**config.mk**
```make
export PLATFORM = sky130hd
export DESIGN_NAME = msm_mux
export DESIGN_NICKNAME = d
export VERILOG_FILES = /design/src/msm_pkg.sv /design/src/msm_tap.sv /design/src/msm_mux.sv
export VERILOG_INCLUDE_DIRS = /design/src
export SDC_FILE = /design/constraint.sdc
export NUM_CORES = 1
export LEC_CHECK = 0
export BUFFER_PORTS_ARGS = -buffer_cell sky130_fd_sc_hd__buf_4
export CAP_MARGIN = 20
export CORE_MARGIN = 2
export CORE_UTILIZATION = 45
export DETAILED_ROUTE_END_ITERATION = 10
export HOLD_SLACK_MARGIN = 0.02
export PLACE_DENSITY = 0.73
export REMOVE_ABC_BUFFERS = 1
export SYNTH_ARGS = -nofsm -noshare
export SYNTH_HDL_FRONTEND = slang
export SYNTH_SLANG_ARGS = --single-unit
```
**constraint.sdc**
```tcl
create_clock -name mclk -period 14.9 [get_ports mclk]
set_input_delay 2.235 -clock mclk [delete_from_list [all_inputs] [get_ports mclk]]
set_output_delay 2.235 -clock mclk [all_outputs]
set_load 0.05 [all_outputs]
```
**src/msm_params.svh**
```systemverilog
// Constants for the multidrop scan chain multiplexer
// Summary of operation
// - Device becomes selected only when the scanned address matches its slot inputs, is the broadcast address or a group matching the low two slot bits.
// - Decoder knows 249 slots, interrogation, broadcast and four groups; zero is reserved.
// - Park instruction holds the local TAPs in a stable state.
// - A 32-bit test clock counter lets self-test run beside other scans.
// - Backplane port and local port zero are interchangeable bidirectional ports.
// - Backplane test reset of the master port may be disregarded for the local resets.
// - Mode register bypasses or inserts local ports singly or in groups.
// - One instruction enables transparent mode straight to one local port.
// - A 16-bit LFSR compacts scan data returned from local chains.
// - Output-enable input floats local outputs; ports zero to three flag it.
// - A 16-state TAP controller drives standard capture, shift and update.
// - Device reset input forces the whole device into reset at once.
// - Address mask input ignores the low slot bits in the comparison.
// - Master select 0 picks port B0 as master, else B1; other is port zero.
// - Stitch strap skips selection protocols; port include inputs pick the ports.
// - Transparent strap is copied into the transparent enable bit after reset.
// - Idle local TAPs drive local reset from two strap levels.
// - Device reset or ungated backplane reset drives every local reset low.
// - Backplane TDO returns device and local chain data to the master.
// - All scan activity is clocked by the master backplane test clock only.
// - Backplane test reset clears the test logic on the third mclk edge after the pin falls, without waiting for a test clock.
// - Backplane TMS steps both the device TAP and the selected local TAPs.
// - Notification output is high whenever its TDO output floats.
// - Pass-through bits connect only when exactly one local port is selected.
// - Output-enable input high floats every local scan port output.
// - Local TCK copies backplane TCK; local resets gate backplane reset.
`ifndef MSM_PARAMS_SVH
`define MSM_PARAMS_SVH
`define MSM_SYNC_W 43
`define MSM_ADDR_RSVD 8'h00
`define MSM_ADDR_BCAST 8'hFF
`define MSM_ADDR_INTG 8'hFE
`define MSM_GRP_TOP 6'h3E
`define MSM_CARE_ALL 8'hFF
`define MSM_CARE_MASKED 8'hFC
`define MSM_IR_CAP 8'h01
`define MSM_OP_BYPASS 8'hFF
`define MSM_OP_UNSEL 8'h01
`define MSM_OP_PARK 8'h02
`define MSM_OP_UNPARK 8'h03
`define MSM_OP_MODE0 8'h04
`define MSM_OP_CNT 8'h05
`define MSM_OP_SIG 8'h06
`define MSM_OP_PASSTHROUGH_STRAP 8'h07
`define MSM_M0_RST 9'h000
`define MSM_M0_SIG 7
`define MSM_M0_CNT 8
`define MSM_TOP_MODE0 5'h08
`define MSM_TOP_CNT 5'h1F
`define MSM_TOP_SIG 5'h0F
`define MSM_SIG_POLY 16'h1021
`endif

```
**src/msm_pkg.sv**
```systemverilog
// Types shared by the scan chain multiplexer
package msm_pkg;
  typedef enum logic [3:0] {
    st_tlr, st_rti, st_seldr, st_capdr, st_shdr, st_ex1dr, st_psdr, st_ex2dr,
    st_updr, st_selir, st_capir, st_shir, st_ex1ir, st_psir, st_ex2ir, st_upir
  } msm_tap_t;
endpackage

```
**src/msm_tap.sv**
```systemverilog
// Sixteen-state test access port controller
`timescale 1ns/1ns
module msm_tap (
  input wire logic mclk, // System clock
  input wire logic sys_rst, // Async reset, high
  input wire logic tst_clr, // Test reset level
  input wire logic tck_rise, // Test clock rising edge
  input wire logic tms, // Mode select
  output msm_pkg::msm_tap_t state_ff // Current state
);
  function automatic msm_pkg::msm_tap_t step(input msm_pkg::msm_tap_t s, input logic t);
    unique case (s)
      msm_pkg::st_tlr: step = t ? msm_pkg::st_tlr : msm_pkg::st_rti;
      msm_pkg::st_rti: step = t ? msm_pkg::st_seldr : msm_pkg::st_rti;
      msm_pkg::st_seldr: step = t ? msm_pkg::st_selir : msm_pkg::st_capdr;
      msm_pkg::st_capdr: step = t ? msm_pkg::st_ex1dr : msm_pkg::st_shdr;
      msm_pkg::st_shdr: step = t ? msm_pkg::st_ex1dr : msm_pkg::st_shdr;
      msm_pkg::st_ex1dr: step = t ? msm_pkg::st_updr : msm_pkg::st_psdr;
      msm_pkg::st_psdr: step = t ? msm_pkg::st_ex2dr : msm_pkg::st_psdr;
      msm_pkg::st_ex2dr: step = t ? msm_pkg::st_updr : msm_pkg::st_shdr;
      msm_pkg::st_updr: step = t ? msm_pkg::st_seldr : msm_pkg::st_rti;
      msm_pkg::st_selir: step = t ? msm_pkg::st_tlr : msm_pkg::st_capir;
      msm_pkg::st_capir: step = t ? msm_pkg::st_ex1ir : msm_pkg::st_shir;
      msm_pkg::st_shir: step = t ? msm_pkg::st_ex1ir : msm_pkg::st_shir;
      msm_pkg::st_ex1ir: step = t ? msm_pkg::st_upir : msm_pkg::st_psir;
      msm_pkg::st_psir: step = t ? msm_pkg::st_ex2ir : msm_pkg::st_psir;
      msm_pkg::st_ex2ir: step = t ? msm_pkg::st_upir : msm_pkg::st_shir;
      msm_pkg::st_upir: step = t ? msm_pkg::st_seldr : msm_pkg::st_rti;
    endcase
  endfunction

  always_ff @(posedge mclk or posedge sys_rst)
  begin
    if (sys_rst)
      state_ff <= msm_pkg::st_tlr;
    else if (tst_clr)
      state_ff <= msm_pkg::st_tlr;
    else if (tck_rise)
      state_ff <= step(state_ff, tms);
  end
endmodule // msm_tap

```
**src/msm_mux.sv**
```systemverilog
// Addressable multidrop scan chain multiplexer, seven local ports
`timescale 1ns/1ns
`include "msm_params.svh"
module msm_mux (
  input wire logic mclk, // System clock
  input wire logic sys_rst, // Device reset, high
  input wire logic [1:0] bp_tck_in, // B1/B0 TCK pin level
  output logic [1:0] bp_tck_out, // TCK drive, slave side
  output logic [1:0] bp_tck_oe, // TCK enable
  input wire logic [1:0] bp_tms_in, // TMS pin level
  output logic [1:0] bp_tms_out, // TMS drive
  output logic [1:0] bp_tms_oe, // TMS enable
  input wire logic [1:0] bp_tdi_in, // TDI pins
  output logic [1:0] bp_tdo_out, // TDO drive
  output logic [1:0] bp_tdo_oe, // TDO enable
  input wire logic [1:0] bp_trst_n_in, // Test reset pin level
  output logic [1:0] bp_trst_n_out, // Test reset drive
  output logic [1:0] bp_trst_oe, // Test reset enable
  input wire logic [3:0] bp_pass_a, // Pass inputs, [3:2] B1
  output logic [3:0] bp_pass_y, // Pass outputs
  output logic [1:0] bp_pass_y_oe, // Pass enables per port
  output logic [5:0] lp_tck_out, // Local ports 1..6 TCK
  output logic [5:0] lp_tms_out, // Local TMS
  output logic [5:0] lp_tdo_out, // Local TDO, to chain
  input wire logic [5:0] lp_tdi_in, // Local TDI, from chain
  output logic [5:0] lp_trst_n_out, // Local test resets
  output logic [5:0] lp_oe, // Local output enables
  input wire logic [1:0] lp1_pass_a, // Port 1 pass inputs
  output logic [1:0] lp1_pass_y, // Port 1 pass outputs
  output logic lp1_pass_y_oe, // Port 1 pass enable
  output logic [4:0] hiz_notify_out, // Float flags: B0,B1,ports 1..3
  input wire logic [7:0] slot_id, // Slot identification
  input wire logic slot_address_mask_in, // Ignore low slot bits
  input wire logic master_port_select, // 0: B0 master
  input wire logic addressed_or_stitch_select, // 1: stitching
  input wire logic [6:0] stitch_port_include, // Ports in stitch chain
  input wire logic passthrough_strap, // Transparent strap
  input wire logic idle_local_reset_level, // Idle reset, ports 0..5
  input wire logic idle_local_reset_level_port6, // Idle reset, port 6
  input wire logic backplane_reset_disregard, // Ignore master reset
  input wire logic local_oe_n // Local output enable, low
);
  logic [`MSM_SYNC_W-1:0] sync1_ff, sync_ff;
  logic [1:0] s_tck, s_tms, s_tdi, s_trst_n, s_lpa;
  logic [5:0] s_lp_tdi;
  logic [7:0] s_slot;
  logic s_mask, s_mps, s_stitch, s_pstrap, s_idle, s_idle6, s_disreg, s_oe_n;
  logic [6:0] s_incl;
  logic [3:0] s_pa;
  logic m_tck, m_tms, m_tdi, m_trst_n, tst_clr, tck_d_ff, rise, fall;
  msm_pkg::msm_tap_t st;
  logic [1:0] boot_ff;
  logic ptbit_ff, sel_ff, intg_ff, act;
  logic [7:0] ir_sh_ff, ir_ff;
  logic [8:0] mode0_ff;
  logic passthrough_strap_ff, unpk_ff, req_ff, ptlr_ff;
  logic [31:0] cnt_ff, dr_sh_ff, dr_cap;
  logic [15:0] sig_ff;
  logic dev_tdo_ff, transparent, unpk, lcl_tlr, chain_out, one, oe_l, mdrv, pen;
  logic [6:0] incl, eff, tsel, path, nxt_lp_tdo, nxt_tms, nxt_trst, idle_v;
  logic [1:0] nxt_tdo_oe, ma, sa, pret;

  function automatic logic addr_hit(input logic [7:0] a, input logic [7:0] slot,
    input logic msk);
    logic [7:0] care;
    care = msk ? `MSM_CARE_MASKED : `MSM_CARE_ALL;
    if (a == `MSM_ADDR_BCAST)
      addr_hit = 1'b1;
    else if (a[7:2] == `MSM_GRP_TOP)
      addr_hit = (a[1:0] == slot[1:0]);
    else if (a == `MSM_ADDR_RSVD || a == `MSM_ADDR_INTG)
      addr_hit = 1'b0;
    else
      addr_hit = ((a ^ slot) & care) == 8'h00;
  endfunction

  // Bit at index mp goes to the master pin, the other to the slave pin
  function automatic logic [1:0] pair(input logic mp, input logic mv, input logic sv);
    pair = mp ? {mv, sv} : {sv, mv};
  endfunction

  function automatic logic [31:0] shr(input logic [31:0] v, input logic b,
    input logic [4:0] top);
    shr = v >> 1;
    shr[top] = b;
  endfunction

  // Every pin and strap is asynchronous to mclk
  always_ff @(posedge mclk or posedge sys_rst)
  begin
    if (sys_rst)
    begin
      sync1_ff <= '0;
      sync_ff <= '0;
    end
    else
    begin
      sync1_ff <= {bp_tck_in, bp_tms_in, bp_tdi_in, bp_trst_n_in, lp_tdi_in, slot_id,
        slot_address_mask_in, master_port_select, addressed_or_stitch_select,
        stitch_port_include, passthrough_strap, idle_local_reset_level,
        idle_local_reset_level_port6, backplane_reset_disregard, local_oe_n,
        bp_pass_a, lp1_pass_a};
      sync_ff <= sync1_ff;
    end
  end

  assign {s_tck, s_tms, s_tdi, s_trst_n, s_lp_tdi, s_slot, s_mask, s_mps, s_stitch,
    s_incl, s_pstrap, s_idle, s_idle6, s_disreg, s_oe_n, s_pa, s_lpa} = sync_ff;

  assign m_tck = s_tck[s_mps];
  assign m_tms = s_tms[s_mps];
  assign m_tdi = s_tdi[s_mps];
  assign m_trst_n = s_trst_n[s_mps];
  // Level acts on the next mclk edge, no TCK needed
  assign tst_clr = ~m_trst_n;

  always_ff @(posedge mclk or posedge sys_rst)
  begin
    if (sys_rst)
      tck_d_ff <= 1'b0;
    else
      tck_d_ff <= m_tck;
  end

  // Sync stage reads zero after release, so a TCK pin idling high would fake a rise
  assign rise = m_tck & ~tck_d_ff & (boot_ff == 2'h3);
  assign fall = ~m_tck & tck_d_ff;

  msm_tap u_tap (
    .mclk(mclk),
    .sys_rst(sys_rst),
    .tst_clr(tst_clr),
    .tck_rise(rise),
    .tms(m_tms),
    .state_ff(st)
  );

  // Sync stage holds zero for two cycles after release, so wait before latching
  always_ff @(posedge mclk or posedge sys_rst)
  begin
    if (sys_rst)
    begin
      boot_ff <= 2'h0;
      ptbit_ff <= 1'b0;
    end
    else if (boot_ff != 2'h3)
    begin
      boot_ff <= boot_ff + 2'h1;
      if (boot_ff == 2'h2)
        ptbit_ff <= s_pstrap;
    end
  end

  always_ff @(posedge mclk or posedge sys_rst)
  begin
    if (sys_rst)
    begin
      sel_ff <= 1'b0;
      intg_ff <= 1'b0;
    end
    else if (tst_clr || st == msm_pkg::st_tlr)
    begin
      sel_ff <= 1'b0;
      intg_ff <= 1'b0;
    end
    else if (fall && st == msm_pkg::st_upir)
    begin
      if (!sel_ff)
      begin
        sel_ff <= addr_hit(ir_sh_ff, s_slot, s_mask);
        intg_ff <= (ir_sh_ff == `MSM_ADDR_INTG);
      end
      else
      begin
        intg_ff <= 1'b0;
        if (ir_sh_ff == `MSM_OP_UNSEL)
          sel_ff <= 1'b0;
      end
    end
  end

  assign act = s_stitch | sel_ff;

  always_ff @(posedge mclk or posedge sys_rst)
  begin
    if (sys_rst)
    begin
      ir_sh_ff <= 8'h00;
      ir_ff <= `MSM_OP_BYPASS;
    end
    else if (tst_clr)
    begin
      ir_sh_ff <= 8'h00;
      ir_ff <= `MSM_OP_BYPASS;
    end
    else
    begin
      if (rise && st == msm_pkg::st_capir)
        ir_sh_ff <= intg_ff ? s_slot : `MSM_IR_CAP;
      else if (rise && st == msm_pkg::st_shir)
        ir_sh_ff <= {m_tdi, ir_sh_ff[7:1]};
      if (fall && st == msm_pkg::st_upir && act)
        ir_ff <= ir_sh_ff;
    end
  end

  always_ff @(posedge mclk or posedge sys_rst)
  begin
    if (sys_rst)
    begin
      mode0_ff <= `MSM_M0_RST;
      passthrough_strap_ff <= 1'b0;
      unpk_ff <= 1'b0;
      req_ff <= 1'b0;
      ptlr_ff <= 1'b1;
    end
    else if (tst_clr)
    begin
      mode0_ff <= `MSM_M0_RST;
      passthrough_strap_ff <= 1'b0;
      unpk_ff <= 1'b0;
      req_ff <= 1'b0;
      ptlr_ff <= 1'b1;
    end
    else if (st == msm_pkg::st_tlr)
    begin
      unpk_ff <= 1'b0;
      req_ff <= 1'b0;
      ptlr_ff <= 1'b1;
    end
    else
    begin
      if (fall && st == msm_pkg::st_upir && sel_ff)
      begin
        if (ir_sh_ff == `MSM_OP_PARK)
          req_ff <= 1'b0;
        if (ir_sh_ff == `MSM_OP_UNPARK)
          req_ff <= 1'b1;
        if (ir_sh_ff == `MSM_OP_PASSTHROUGH_STRAP)
          passthrough_strap_ff <= 1'b1;
      end
      if (fall && st == msm_pkg::st_updr && act && ir_ff == `MSM_OP_MODE0)
        mode0_ff <= dr_sh_ff[8:0];
      // Change only in Run-Test/Idle, so locals stop in a stable state
      if (rise && st == msm_pkg::st_rti && unpk_ff != req_ff)
      begin
        unpk_ff <= req_ff;
        ptlr_ff <= 1'b0;
      end
    end
  end

  always_comb
  begin
    unique case (ir_ff)
      `MSM_OP_MODE0: dr_cap = {23'h0, mode0_ff};
      `MSM_OP_CNT: dr_cap = cnt_ff;
      `MSM_OP_SIG: dr_cap = {16'h0000, sig_ff};
      default: dr_cap = 32'h0000_0000;
    endcase
  end

  always_ff @(posedge mclk or posedge sys_rst)
  begin
    if (sys_rst)
      dr_sh_ff <= 32'h0000_0000;
    else if (rise && st == msm_pkg::st_capdr)
      dr_sh_ff <= dr_cap;
    else if (rise && st == msm_pkg::st_shdr)
    begin
      unique case (ir_ff)
        `MSM_OP_MODE0: dr_sh_ff <= shr(dr_sh_ff, m_tdi, `MSM_TOP_MODE0);
        `MSM_OP_CNT: dr_sh_ff <= shr(dr_sh_ff, m_tdi, `MSM_TOP_CNT);
        `MSM_OP_SIG: dr_sh_ff <= shr(dr_sh_ff, m_tdi, `MSM_TOP_SIG);
        default: dr_sh_ff <= shr(dr_sh_ff, m_tdi, 5'h00);
      endcase
    end
  end

  always_ff @(posedge mclk or posedge sys_rst)
  begin
    if (sys_rst)
      cnt_ff <= 32'h0000_0000;
    else if (tst_clr)
      cnt_ff <= 32'h0000_0000;
    else if (fall && st == msm_pkg::st_updr && act && ir_ff == `MSM_OP_CNT)
      cnt_ff <= dr_sh_ff;
    else if (rise && mode0_ff[`MSM_M0_CNT])
      cnt_ff <= cnt_ff + 32'h0000_0001;
  end

  always_ff @(posedge mclk or posedge sys_rst)
  begin
    if (sys_rst)
      sig_ff <= 16'h0000;
    else if (tst_clr)
      sig_ff <= 16'h0000;
    else if (rise && st == msm_pkg::st_shdr && mode0_ff[`MSM_M0_SIG])
      sig_ff <= {sig_ff[14:0], 1'b0} ^
        ((sig_ff[15] ^ chain_out) ? `MSM_SIG_POLY : 16'h0000);
  end

  // Own register output changes on the falling edge, as the chain expects
  always_ff @(posedge mclk or posedge sys_rst)
  begin
    if (sys_rst)
      dev_tdo_ff <= 1'b0;
    else if (fall)
      dev_tdo_ff <= (st == msm_pkg::st_shir) ? ir_sh_ff[0] : dr_sh_ff[0];
  end

  assign transparent = act & (s_stitch ? ptbit_ff : passthrough_strap_ff);
  assign incl = s_stitch ? s_incl : mode0_ff[6:0];
  assign unpk = s_stitch | unpk_ff;
  assign eff = unpk ? incl : 7'h00;
  assign tsel = incl & (~incl + 7'h01);
  assign path = transparent ? tsel : eff;
  assign lcl_tlr = unpk ? (st == msm_pkg::st_tlr) : ptlr_ff;
  assign one = (path != 7'h00) && ((path & (path - 7'h01)) == 7'h00);
  assign oe_l = ~s_oe_n;

  // Device register first, then included ports in ascending order
  always_comb
  begin
    chain_out = transparent ? m_tdi : dev_tdo_ff;
    for (int i = 0; i < 7; i++)
    begin
      nxt_lp_tdo[i] = chain_out;
      nxt_tms[i] = path[i] ? m_tms : ptlr_ff;
      if (path[i])
        chain_out = (i == 0) ? s_tdi[~s_mps] : s_lp_tdi[i-1];
    end
  end

  assign idle_v = {s_idle6, {6{s_idle}}};
  assign nxt_trst = (tst_clr && !s_disreg) ? 7'h00 :
    (lcl_tlr ? idle_v : 7'h7F);
  assign mdrv = transparent ||
    ((act || intg_ff) && (st == msm_pkg::st_shir || st == msm_pkg::st_shdr));
  assign nxt_tdo_oe = pair(s_mps, mdrv, oe_l);

  always_ff @(posedge mclk or posedge sys_rst)
  begin
    if (sys_rst)
    begin
      lp_tck_out <= 6'h00;
      lp_tms_out <= 6'h00;
      lp_tdo_out <= 6'h00;
      lp_trst_n_out <= 6'h00;
      lp_oe <= 6'h00;
    end
    else
    begin
      lp_tck_out <= {6{m_tck}};
      lp_tms_out <= nxt_tms[6:1];
      lp_tdo_out <= nxt_lp_tdo[6:1];
      lp_trst_n_out <= nxt_trst[6:1];
      lp_oe <= {6{oe_l}};
    end
  end

  always_ff @(posedge mclk or posedge sys_rst)
  begin
    if (sys_rst)
    begin
      bp_tck_out <= 2'h0;
      bp_tck_oe <= 2'h0;
      bp_tms_out <= 2'h0;
      bp_tms_oe <= 2'h0;
      bp_trst_n_out <= 2'h0;
      bp_trst_oe <= 2'h0;
      bp_tdo_out <= 2'h0;
      bp_tdo_oe <= 2'h0;
      hiz_notify_out <= 5'h1F;
    end
    else
    begin
      bp_tck_out <= pair(s_mps, 1'b0, m_tck);
      bp_tck_oe <= pair(s_mps, 1'b0, oe_l);
      bp_tms_out <= pair(s_mps, 1'b0, nxt_tms[0]);
      bp_tms_oe <= pair(s_mps, 1'b0, oe_l);
      bp_trst_n_out <= pair(s_mps, 1'b0, nxt_trst[0]);
      bp_trst_oe <= pair(s_mps, 1'b0, oe_l);
      bp_tdo_out <= pair(s_mps, chain_out, nxt_lp_tdo[0]);
      bp_tdo_oe <= nxt_tdo_oe;
      hiz_notify_out <= ~{{3{oe_l}}, nxt_tdo_oe};
    end
  end

  assign ma = s_mps ? s_pa[3:2] : s_pa[1:0];
  assign sa = s_mps ? s_pa[1:0] : s_pa[3:2];
  assign pret = path[0] ? sa : s_lpa;
  assign pen = one && (path[1:0] != 2'h0);

  always_ff @(posedge mclk or posedge sys_rst)
  begin
    if (sys_rst)
    begin
      bp_pass_y <= 4'h0;
      bp_pass_y_oe <= 2'h0;
      lp1_pass_y <= 2'h0;
      lp1_pass_y_oe <= 1'b0;
    end
    else
    begin
      bp_pass_y <= s_mps ? {pret, ma} : {ma, pret};
      bp_pass_y_oe <= pair(s_mps, pen, pen && path[0] && oe_l);
      lp1_pass_y <= ma;
      lp1_pass_y_oe <= pen && path[1] && oe_l;
    end
  end
endmodule // msm_mux

```
==> load_flow_metrics.sql, run 1 <==
INSERT INTO impl_metrics (metric_group, metric, value, unit) VALUES
('yosys', 'synth_top_family_by_area', 'compound AO/OA/AOI/OAI gates', ''),
('yosys', 'synth-warning-count', '0', ''),
('yosys', 'synth_area', '0.01065', 'sq mm'),
('yosys', 'ys.flop_type', 'dfrtp_1', ''),
('setup_path', 'cp_max_stage_cell', 'dfrtp_1', ''),
('finish', 'antenna_cells', '0', ''),
('route', 'initialDrtViolationCount', '731', ''),
('finish', 'finish.net_count', '1139', ''),
('finish', 'areaGrowthSynthToFinish', '17.13', '%'),
('timing', 'final_min_period', '3.540', 'ns'),
('floorplan', 'die_height', '157.8', 'microns'),
('floorplan', 'die_x', '157.8', 'microns'),
('power_and_ir_drop', 'p_leak', '5.368', 'nW'),
('finish', 'drive_gt1_share', '18.09', '%'),
('yosys', 'asyncSetResetFlopFracSynth', '100.0', '%'),
('clock_tree', 'h-tree-depth', '1', ''),
('setup_path', 'crit_required', '12.66', 'ns'),
('route', 'drt_antenna_net_count', '0', ''),
('hold_path', 'min-delay-path-class', 'reg -> reg', ''),
('grt', 'gr-max-usage-layer', 'met2', ''),
('yosys', 'synth.lib_cells_used.distinct', '64', ''),
('finish', 'layout.cells.most_common', 'dfrtp_1', ''),
('yosys', 'synth_top_area_share', '54.76', '%'),
('power_and_ir_drop', 'power_per_cell_area', '131.8', 'mW/mm^2'),
('yosys', 'ys_seq_area_share', '57.72', '%'),
('yosys', 'yosys.area_share.simple', '14.75', '%'),
('grt', 'grtUsageTotal', '19.93', '%'),
('finish', 'layout_common_cells', '233 x dfrtp_1, 127 x nor2_1, 115 x buf_4', ''),
('setup_path', 'timing.rr.start', 'sync_ff[18]', ''),
('route', 'wirelength', '24.06', 'mm'),
('yosys', 'post-synth-top-area-cell', 'dfrtp_1', ''),
('timing', 'setup_viol', '0', ''),
('yosys', 'synth_top_cells_by_area', 'dfrtp_1 55%, a21oi_1 4.9%, nor2_1 4.5%', ''),
('finish', 'fillCellCount', '2008', ''),
('setup_path', 'top_cell_family_by_delay_on_the_critical_path', 'flip-flops', ''),
('run', 'max_cap_viol_count', '0', ''),
('floorplan', 'rows', '56', ''),
('timing', 'fin_crit_sh', '23.76', '%'),
('timing', 'max_clock_freq', '282.5', 'MHz'),
('route', 'route.vias.total', '7891', ''),
('placed_design', 'portBuffers', '104', ''),
('hold_path', 'hold_path_depth', '0', ''),
('grt', 'grt_start_max_net_pins', '120', ''),
('setup_path', 'cp_startpoint', 'lp_tck_out[0]', ''),
('timing', 'relSlewSlack', '26.51', '%'),
('setup_path', 'critical_path_cell_count', '1', ''),
('clock_tree', 'cts_buffer_depth', '3', ''),
('grt', 'grt_antenna_before_repair', '0', ''),
('timing', 'max_slew.worst_pin.slew', '1.072', 'ns'),
('run_status', 'outcome', 'finished clean', ''),
('yosys', 'gate_count_post_synth', '1027', ''),
('route', 'drc', '0', ''),
('yosys', 'synth_enable_flop_cells', '0', ''),
('floorplan', 'initial_utilization', '45.63', '%'),
('placed_design', 'finalWeightedCongestion', '0.8160', ''),
('clock_tree', 'post_cts_resized', '0', ''),
('floorplan', 'die_area', '0.02491', 'sq mm'),
('yosys', 'yosys_register_bits', '245', ''),
('yosys', 'synth_fa_ha_area_share', '0.3525', '%'),
('clock_tree', 'root_buffer', 'clkbuf_16', ''),
('grt', 'grt_pass1_vias', '7746', ''),
('setup_path', 'timing.critical_path.from_type', 'flop', ''),
('timing', 'finalClockSkew', '0.02094', 'ns'),
('timing', 'slew_violations', '0', ''),
('timing', 'total_negative_slack', '0', 'ns'),
('clock_tree', 'total_number_of_clock_tree_sinks', '245', ''),
('yosys', 'synth.avg_cell_area', '10.37', 'sq um'),
('timing', 'timing.hold.ws', '0.3417', 'ns'),
('timing', 'unrepaired_setup_endpoints_after_global_routing', 'false', ''),
('yosys', 'multiplexer_area_fraction_after_synthesis', '5.335', '%'),
('clock_tree', 'clk_latency', '0.54', 'ns');
power by group:
| group | switching [mW] | internal, mW | leakage (nW) |
|---|---|---|---|
| clock | 0.259 | 0.428 | 0.456 |
| sequential | 0.0466 | 0.719 | 3.07 |
| combinational | 0.123 | 0.0687 | 1.84 |
metal layers:
layer | part of all wire, % | up-vias
met5 | 0 | -
met4 | 2.5 | 0
met3 | 4.6 | 45
met2 | 48 | 229
met1 | 45 | 3863
li1 | - | 3754
final cells by class:
type | instances | area [sq um] | area share (%)
multi-input cells | 681 | 4045 | 32.43
repair buffers | 115 | 863.3 | 6.922
flip-flops and latches | 245 | 6146 | 49.28
well taps | 319 | 399.1 | 3.200
clock inverters | 13 | 203.9 | 1.635
clock buffers | 35 | 724.4 | 5.809
inverters | 22 | 90.09 | 0.7223
flip-flops by register name, indices dropped and copies added, names as in the netlist, 3 cells and up:
signal / cells
bp_pass_y: 4
cnt_ff: 32
dr_sh_ff: 32
hiz_notify_out: 3
ir_ff: 8
ir_sh_ff: 8
lp_tdo_out: 6
lp_tms_out: 6
mode0_ff: 9
sig_ff: 16
sync1_ff: 43
sync_ff: 43
u_tap.state_ff: 4
through the flow:
| stage | instance area (sq um) | total power [mW] | setup WS, ns | utilization [%] | instances |
|---|---|---|---|---|---|
| 6_report | 12470 | 1.644 | 11.36 | 53.45 | 1430 |
| 5_1_grt | 12470 | 1.711 | 11.15 | 53.45 | 1430 |
| 4_1_cts | 12460 | 1.656 | 11.33 | 53.39 | 1428 |
| 3_5_place_dp | 11530 | 0.9683 | 11.00 | 49.41 | 1380 |
| 3_3_place_gp | 11530 | 0.9622 | 11.00 | 49.41 | 1380 |
| 2_1_floorplan | 10250 | 0.8982 | 5.955 | - | 948 |
kinds of logic after synthesis:
| family | Yosys count |
|---|---|
| compound gates | 254 |
| xor+xnor | 28 |
| fa+ha+maj | 3 |
| buf+inv | 101 |
| flops | 245 |
| mux | 55 |
| simple gates | 341 |
final timing paths:
kind                            endpoint  slack (ns)
max in group asynchronous   dr_sh_ff[13]       11.61
hold / removal               sync_ff[21]        0.34
setup / recovery           lp_tck_out[4]       11.36
min in group asynchronous   sync1_ff[28]        1.85
hold reg to reg              sync_ff[21]        0.34
setup reg to reg               sig_ff[5]       11.46
synth_stat cells (3+ instances only):
cell and number:
dfrtp_1 233, nor2_1 128, a21oi_1 105, nand2_1 91, clkbuf_1 47, mux2i_1 41
a22oi_1 32, nor3_1 31, a211oi_1 27, buf_4 23, o21ai_0 23, inv_1 21
nand3_1 19, xnor2_1 16, mux2_2 14, dfstp_2 12, nor4_1 12, o211ai_1 12
o21ai_1 12, xor2_1 12, nor2b_1 11, nand4_1 10, a31oi_1 8, and3_1 8
and2_1 6, buf_1 5, nand3b_1 4, o311ai_0 4, a2111oi_0 3, a311oi_1 3
buf_2 3, ha_1 3, nor4b_1 3, o22ai_1 3, or2_2 3
Note: power is estimated with default switching activity, not from simulation.
==> inputs of run 2 (changes only) <==
Settings changed: PLACE_DENSITY 0.73 to 0.76.
Clock period 14.9 ns to 3 ns, I/O delays scaled along.
==> run 2 against run 1 <==
  * Sequential share of layout area decreased by 1.6 points
  * Via count increased by 3.9%
  * Flip-flop and latch count unchanged
  * Largest cell class unchanged
==> load_flow_metrics.sql, run 2 (same netlist as run 1, synthesis figures left out) <==
INSERT INTO impl_metrics (metric_group, metric, value, unit) VALUES
('route', 'drt_antenna_net_count', '0', ''),
('setup_path', 'critical_path_cell_count', '9', ''),
('grt', 'grt_first_pass_wirelength', '40.97', 'mm'),
('finish', 'fin_util', '55.28', '%'),
('placed_design', 'finalWeightedCongestion', '0.9192', ''),
('grt', 'grt_pass1_vias', '7828', ''),
('route', 'initialDrtViolationCount', '675', ''),
('floorplan', 'die_x', '157.8', 'microns'),
('timing', 'fin_crit_sh', '91.95', '%'),
('setup_path', 'worstPathCellList', 'and2_1, nor2_1, nand2_1, or4_1, nor2_1, buf_4, nor3_1, a22oi_1, o21ai_0', ''),
('power_and_ir_drop', 'power.combinational.fraction', '13.0', '%'),
('route', 'route.vias.total', '8195', ''),
('run_status', 'outcome', 'finished clean', ''),
('setup_path', 'top_cell_family_by_delay_on_the_critical_path', 'simple AND/OR/NAND/NOR gates', ''),
('timing', 'final_min_period', '2.758', 'ns'),
('placed_design', 'detailed_place.area', '0.01175', 'sq mm'),
('finish', 'reg_top3', 'sync1_ff: 43 flops, sync_ff: 43 flops', ''),
('clock_tree', 'h-tree-depth', '1', ''),
('power_and_ir_drop', 'total_switching_power', '2.146', 'mW'),
('grt', 'grtUsageTotal', '20.45', '%'),
('timing', 'max_slew.worst_pin.slew', '1.043', 'ns'),
('finish', 'post_layout_nonfiller_instances', '1481', ''),
('timing', 'max_clock_freq', '362.5', 'MHz'),
('clock_tree', 'cts_buffer_depth', '3', ''),
('finish', 'finish.net_count', '1191', ''),
('floorplan', 'die_height', '157.8', 'microns'),
('clock_tree', 'root_buffer', 'clkbuf_16', ''),
('setup_path', 'r2r-end', 'cnt_ff[29]', ''),
('finish', 'drive_gt1_share', '18.93', '%'),
('grt', 'globalRouteOverflowTotal', '0', ''),
('setup_path', 'timing.critical_path.from_type', 'flop', ''),
('route', 'drc', '0', ''),
('finish', 'seqCellArea', '0.006146', 'sq mm'),
('route', 'avgRoutedWirePerCell', '16.93', 'microns'),
('grt', 'grt_start_max_net_pins', '98', ''),
('setup_path', 'reg2reg_slack', '0.24', 'ns'),
('floorplan', 'initial_utilization', '45.63', '%'),
('grt', 'grt_antenna_before_repair', '0', ''),
('placed_design', 'numPlacedInstances', '1405', ''),
('hold_path', 'min-delay-path-class', 'in -> async', ''),
('power_and_ir_drop', 'p_seq_share', '47.2', '%'),
('clock_tree', 'tritoncts.num_buffers', '25', ''),
('setup_path', 'data_arrival_time_of_the_critical_path', '3.12', 'ns'),
('setup_path', 'rr_worst_depth', '9', ''),
('clock_tree', 'total_number_of_clock_tree_sinks', '245', ''),
('route', 'wirelength', '25.07', 'mm'),
('setup_path', 'crit_required', '3.36', 'ns'),
('power_and_ir_drop', 'pwr-share-clk', '39.8', '%'),
('finish', 'layout.cells.most_common', 'dfrtp_1', ''),
('power_and_ir_drop', 'sw_frac_of_total', '26.83', '%'),
('setup_path', 'cp_max_stage_cell', 'or4_1', ''),
('timing', 'final_ws_setup', '0.2417', 'ns'),
('finish', 'layout_common_cells', '233 x dfrtp_1, 135 x buf_4, 128 x nor2_1', ''),
('floorplan', 'pin_count', '105', ''),
('clock_tree', 'worst_setup_hold_path_clk_slew', '0.06', 'ns'),
('placed_design', 'portBuffers', '104', ''),
('clock_tree', 'tritoncts', 'built', ''),
('finish', 'multi_input_comb_area', '0.004044', 'sq mm'),
('setup_path', 'path_max_fanout', '19', ''),
('timing', 'finalClockSkew', '0.008999', 'ns'),
('clock_tree', 'postCtsSetupRepairBufs', '0', ''),
('setup_path', 'timing.rr.start', 'sync_ff[19]', ''),
('finish', 'final_cell_area', '0.01290', 'sq mm'),
('clock_tree', 'clk_latency', '0.53', 'ns'),
('power_and_ir_drop', 'p_leak', '5.572', 'nW'),
('timing', 'final_hold_viol_count', '0', ''),
('timing', 'slew_violations', '0', ''),
('timing', 'setup_viol', '0', ''),
('setup_path', 'worst_setup_path_end_kind', 'flop', ''),
('setup_path', 'criticalPathCategory', 'reg -> reg', ''),
('finish', 'areaGrowthSynthToFinish', '21.13', '%'),
('route', 'vias_per_instance', '5.533', ''),
('route', 'detail_route.first_pass.iterations', '6', ''),
('setup_path', 'cp_common_cell', 'nor2_1', ''),
('run', 'max_cap_viol_count', '0', ''),
('power_and_ir_drop', 'power_per_cell_area', '620.2', 'mW/mm^2'),
('finish', 'fillCellCount', '1921', ''),
('placed_design', 'dpl.hpwl', '16.62', 'mm'),
('power_and_ir_drop', 'design_power_total', '7.999', 'mW'),
('finish', 'antenna_cells', '0', ''),
('floorplan', 'fp.coreArea', '0.02333', 'sq mm'),
('floorplan', 'rows', '56', ''),
('power_and_ir_drop', 'p_int', '5.853', 'mW'),
('floorplan', 'die_area', '0.02491', 'sq mm'),
('setup_path', 'timing.critical_path.buf_inv', '1', ''),
('timing', 'relSlewSlack', '30.00', '%'),
('placed_design', 'placement.setup.worst_slack', '0.1868', 'ns'),
('setup_path', 'crit_path_max_cell_delay', '0.59', 'ns'),
('power_and_ir_drop', 'ir_drop', '377.6', 'uV');
[run 2: cell types whose count changed in the layout (fill, tap and decap cells not counted), moves of 2 or more]
cell,before,now
buf_12,0,3
dlygate4sd3_1,0,29
buf_4,115,135
clkbuf_1,5,7
clkinv_2,6,3
clkinvlp_4,1,3
bufinv_16,5,3
[run 2: how the worst max path moves through the flow]
stage / from / to
6_report: sync_ff[19] / cnt_ff[29]
5_1_grt: sync_ff[18] / sig_ff[12]
4_1_cts: sync_ff[18] / sig_ff[12]
3_5_place_dp: sync_ff[18] / sig_ff[12]
3_3_place_gp: sync_ff[18] / sig_ff[12]
2_1_floorplan: sys_rst / boot_ff[0]
[run 2: area by class of cell]
cell class | instances | area share [%]
clock buffer | 36 | 5.481
clock inverter | 10 | 1.057
inverter | 22 | 0.6985
multi-input combinational | 681 | 31.35
sequential | 245 | 47.65
tap | 319 | 3.095
timing repair buffer | 168 | 10.66
[run 2: what timing repair did]
item / in CTS / in global routing
endpoints found under the setup margin: 0 / 2
gates resized for setup: 0 / 1
hold buffers: 22 / 7
endpoints found under the hold margin: 22 / 7
[run 2: metrics by stage]
stage	hold slack [ns]	TNS, ns
after global routing	0.02037	-0.01034
final	0.03252	0
after global placement	0.3313	0
after floorplan	0.3312	-1159.07
after CTS	0.02000	0
after detailed placement	0.3347	0
[run 2: power groups by stage]
stage | Combinational (mW) | Clock, mW | Sequential [mW]
3_5_place_dp | 1.01 | 0 | 3.83
5_1_grt | 1.13 | 3.38 | 3.81
6_report | 1.04 | 3.18 | 3.78
4_1_cts | 1.04 | 3.22 | 3.77
3_3_place_gp | 0.987 | 0 | 3.82
2_1_floorplan | 0.435 | 0 | 4.03
[run 2: layer usage]
layer / vias up / wire [microns] / part of all wire, % / GRT usage, %
li1: 3855 / - / - / -
met1: 4055 / 11320 / 45 / 29.31
met2: 249 / 12100 / 48 / 32.86
met3: 36 / 1145 / 4.6 / 2.874
met4: 0 / 503 / 2.0 / 5.368
met5: - / 0 / 0 / 0
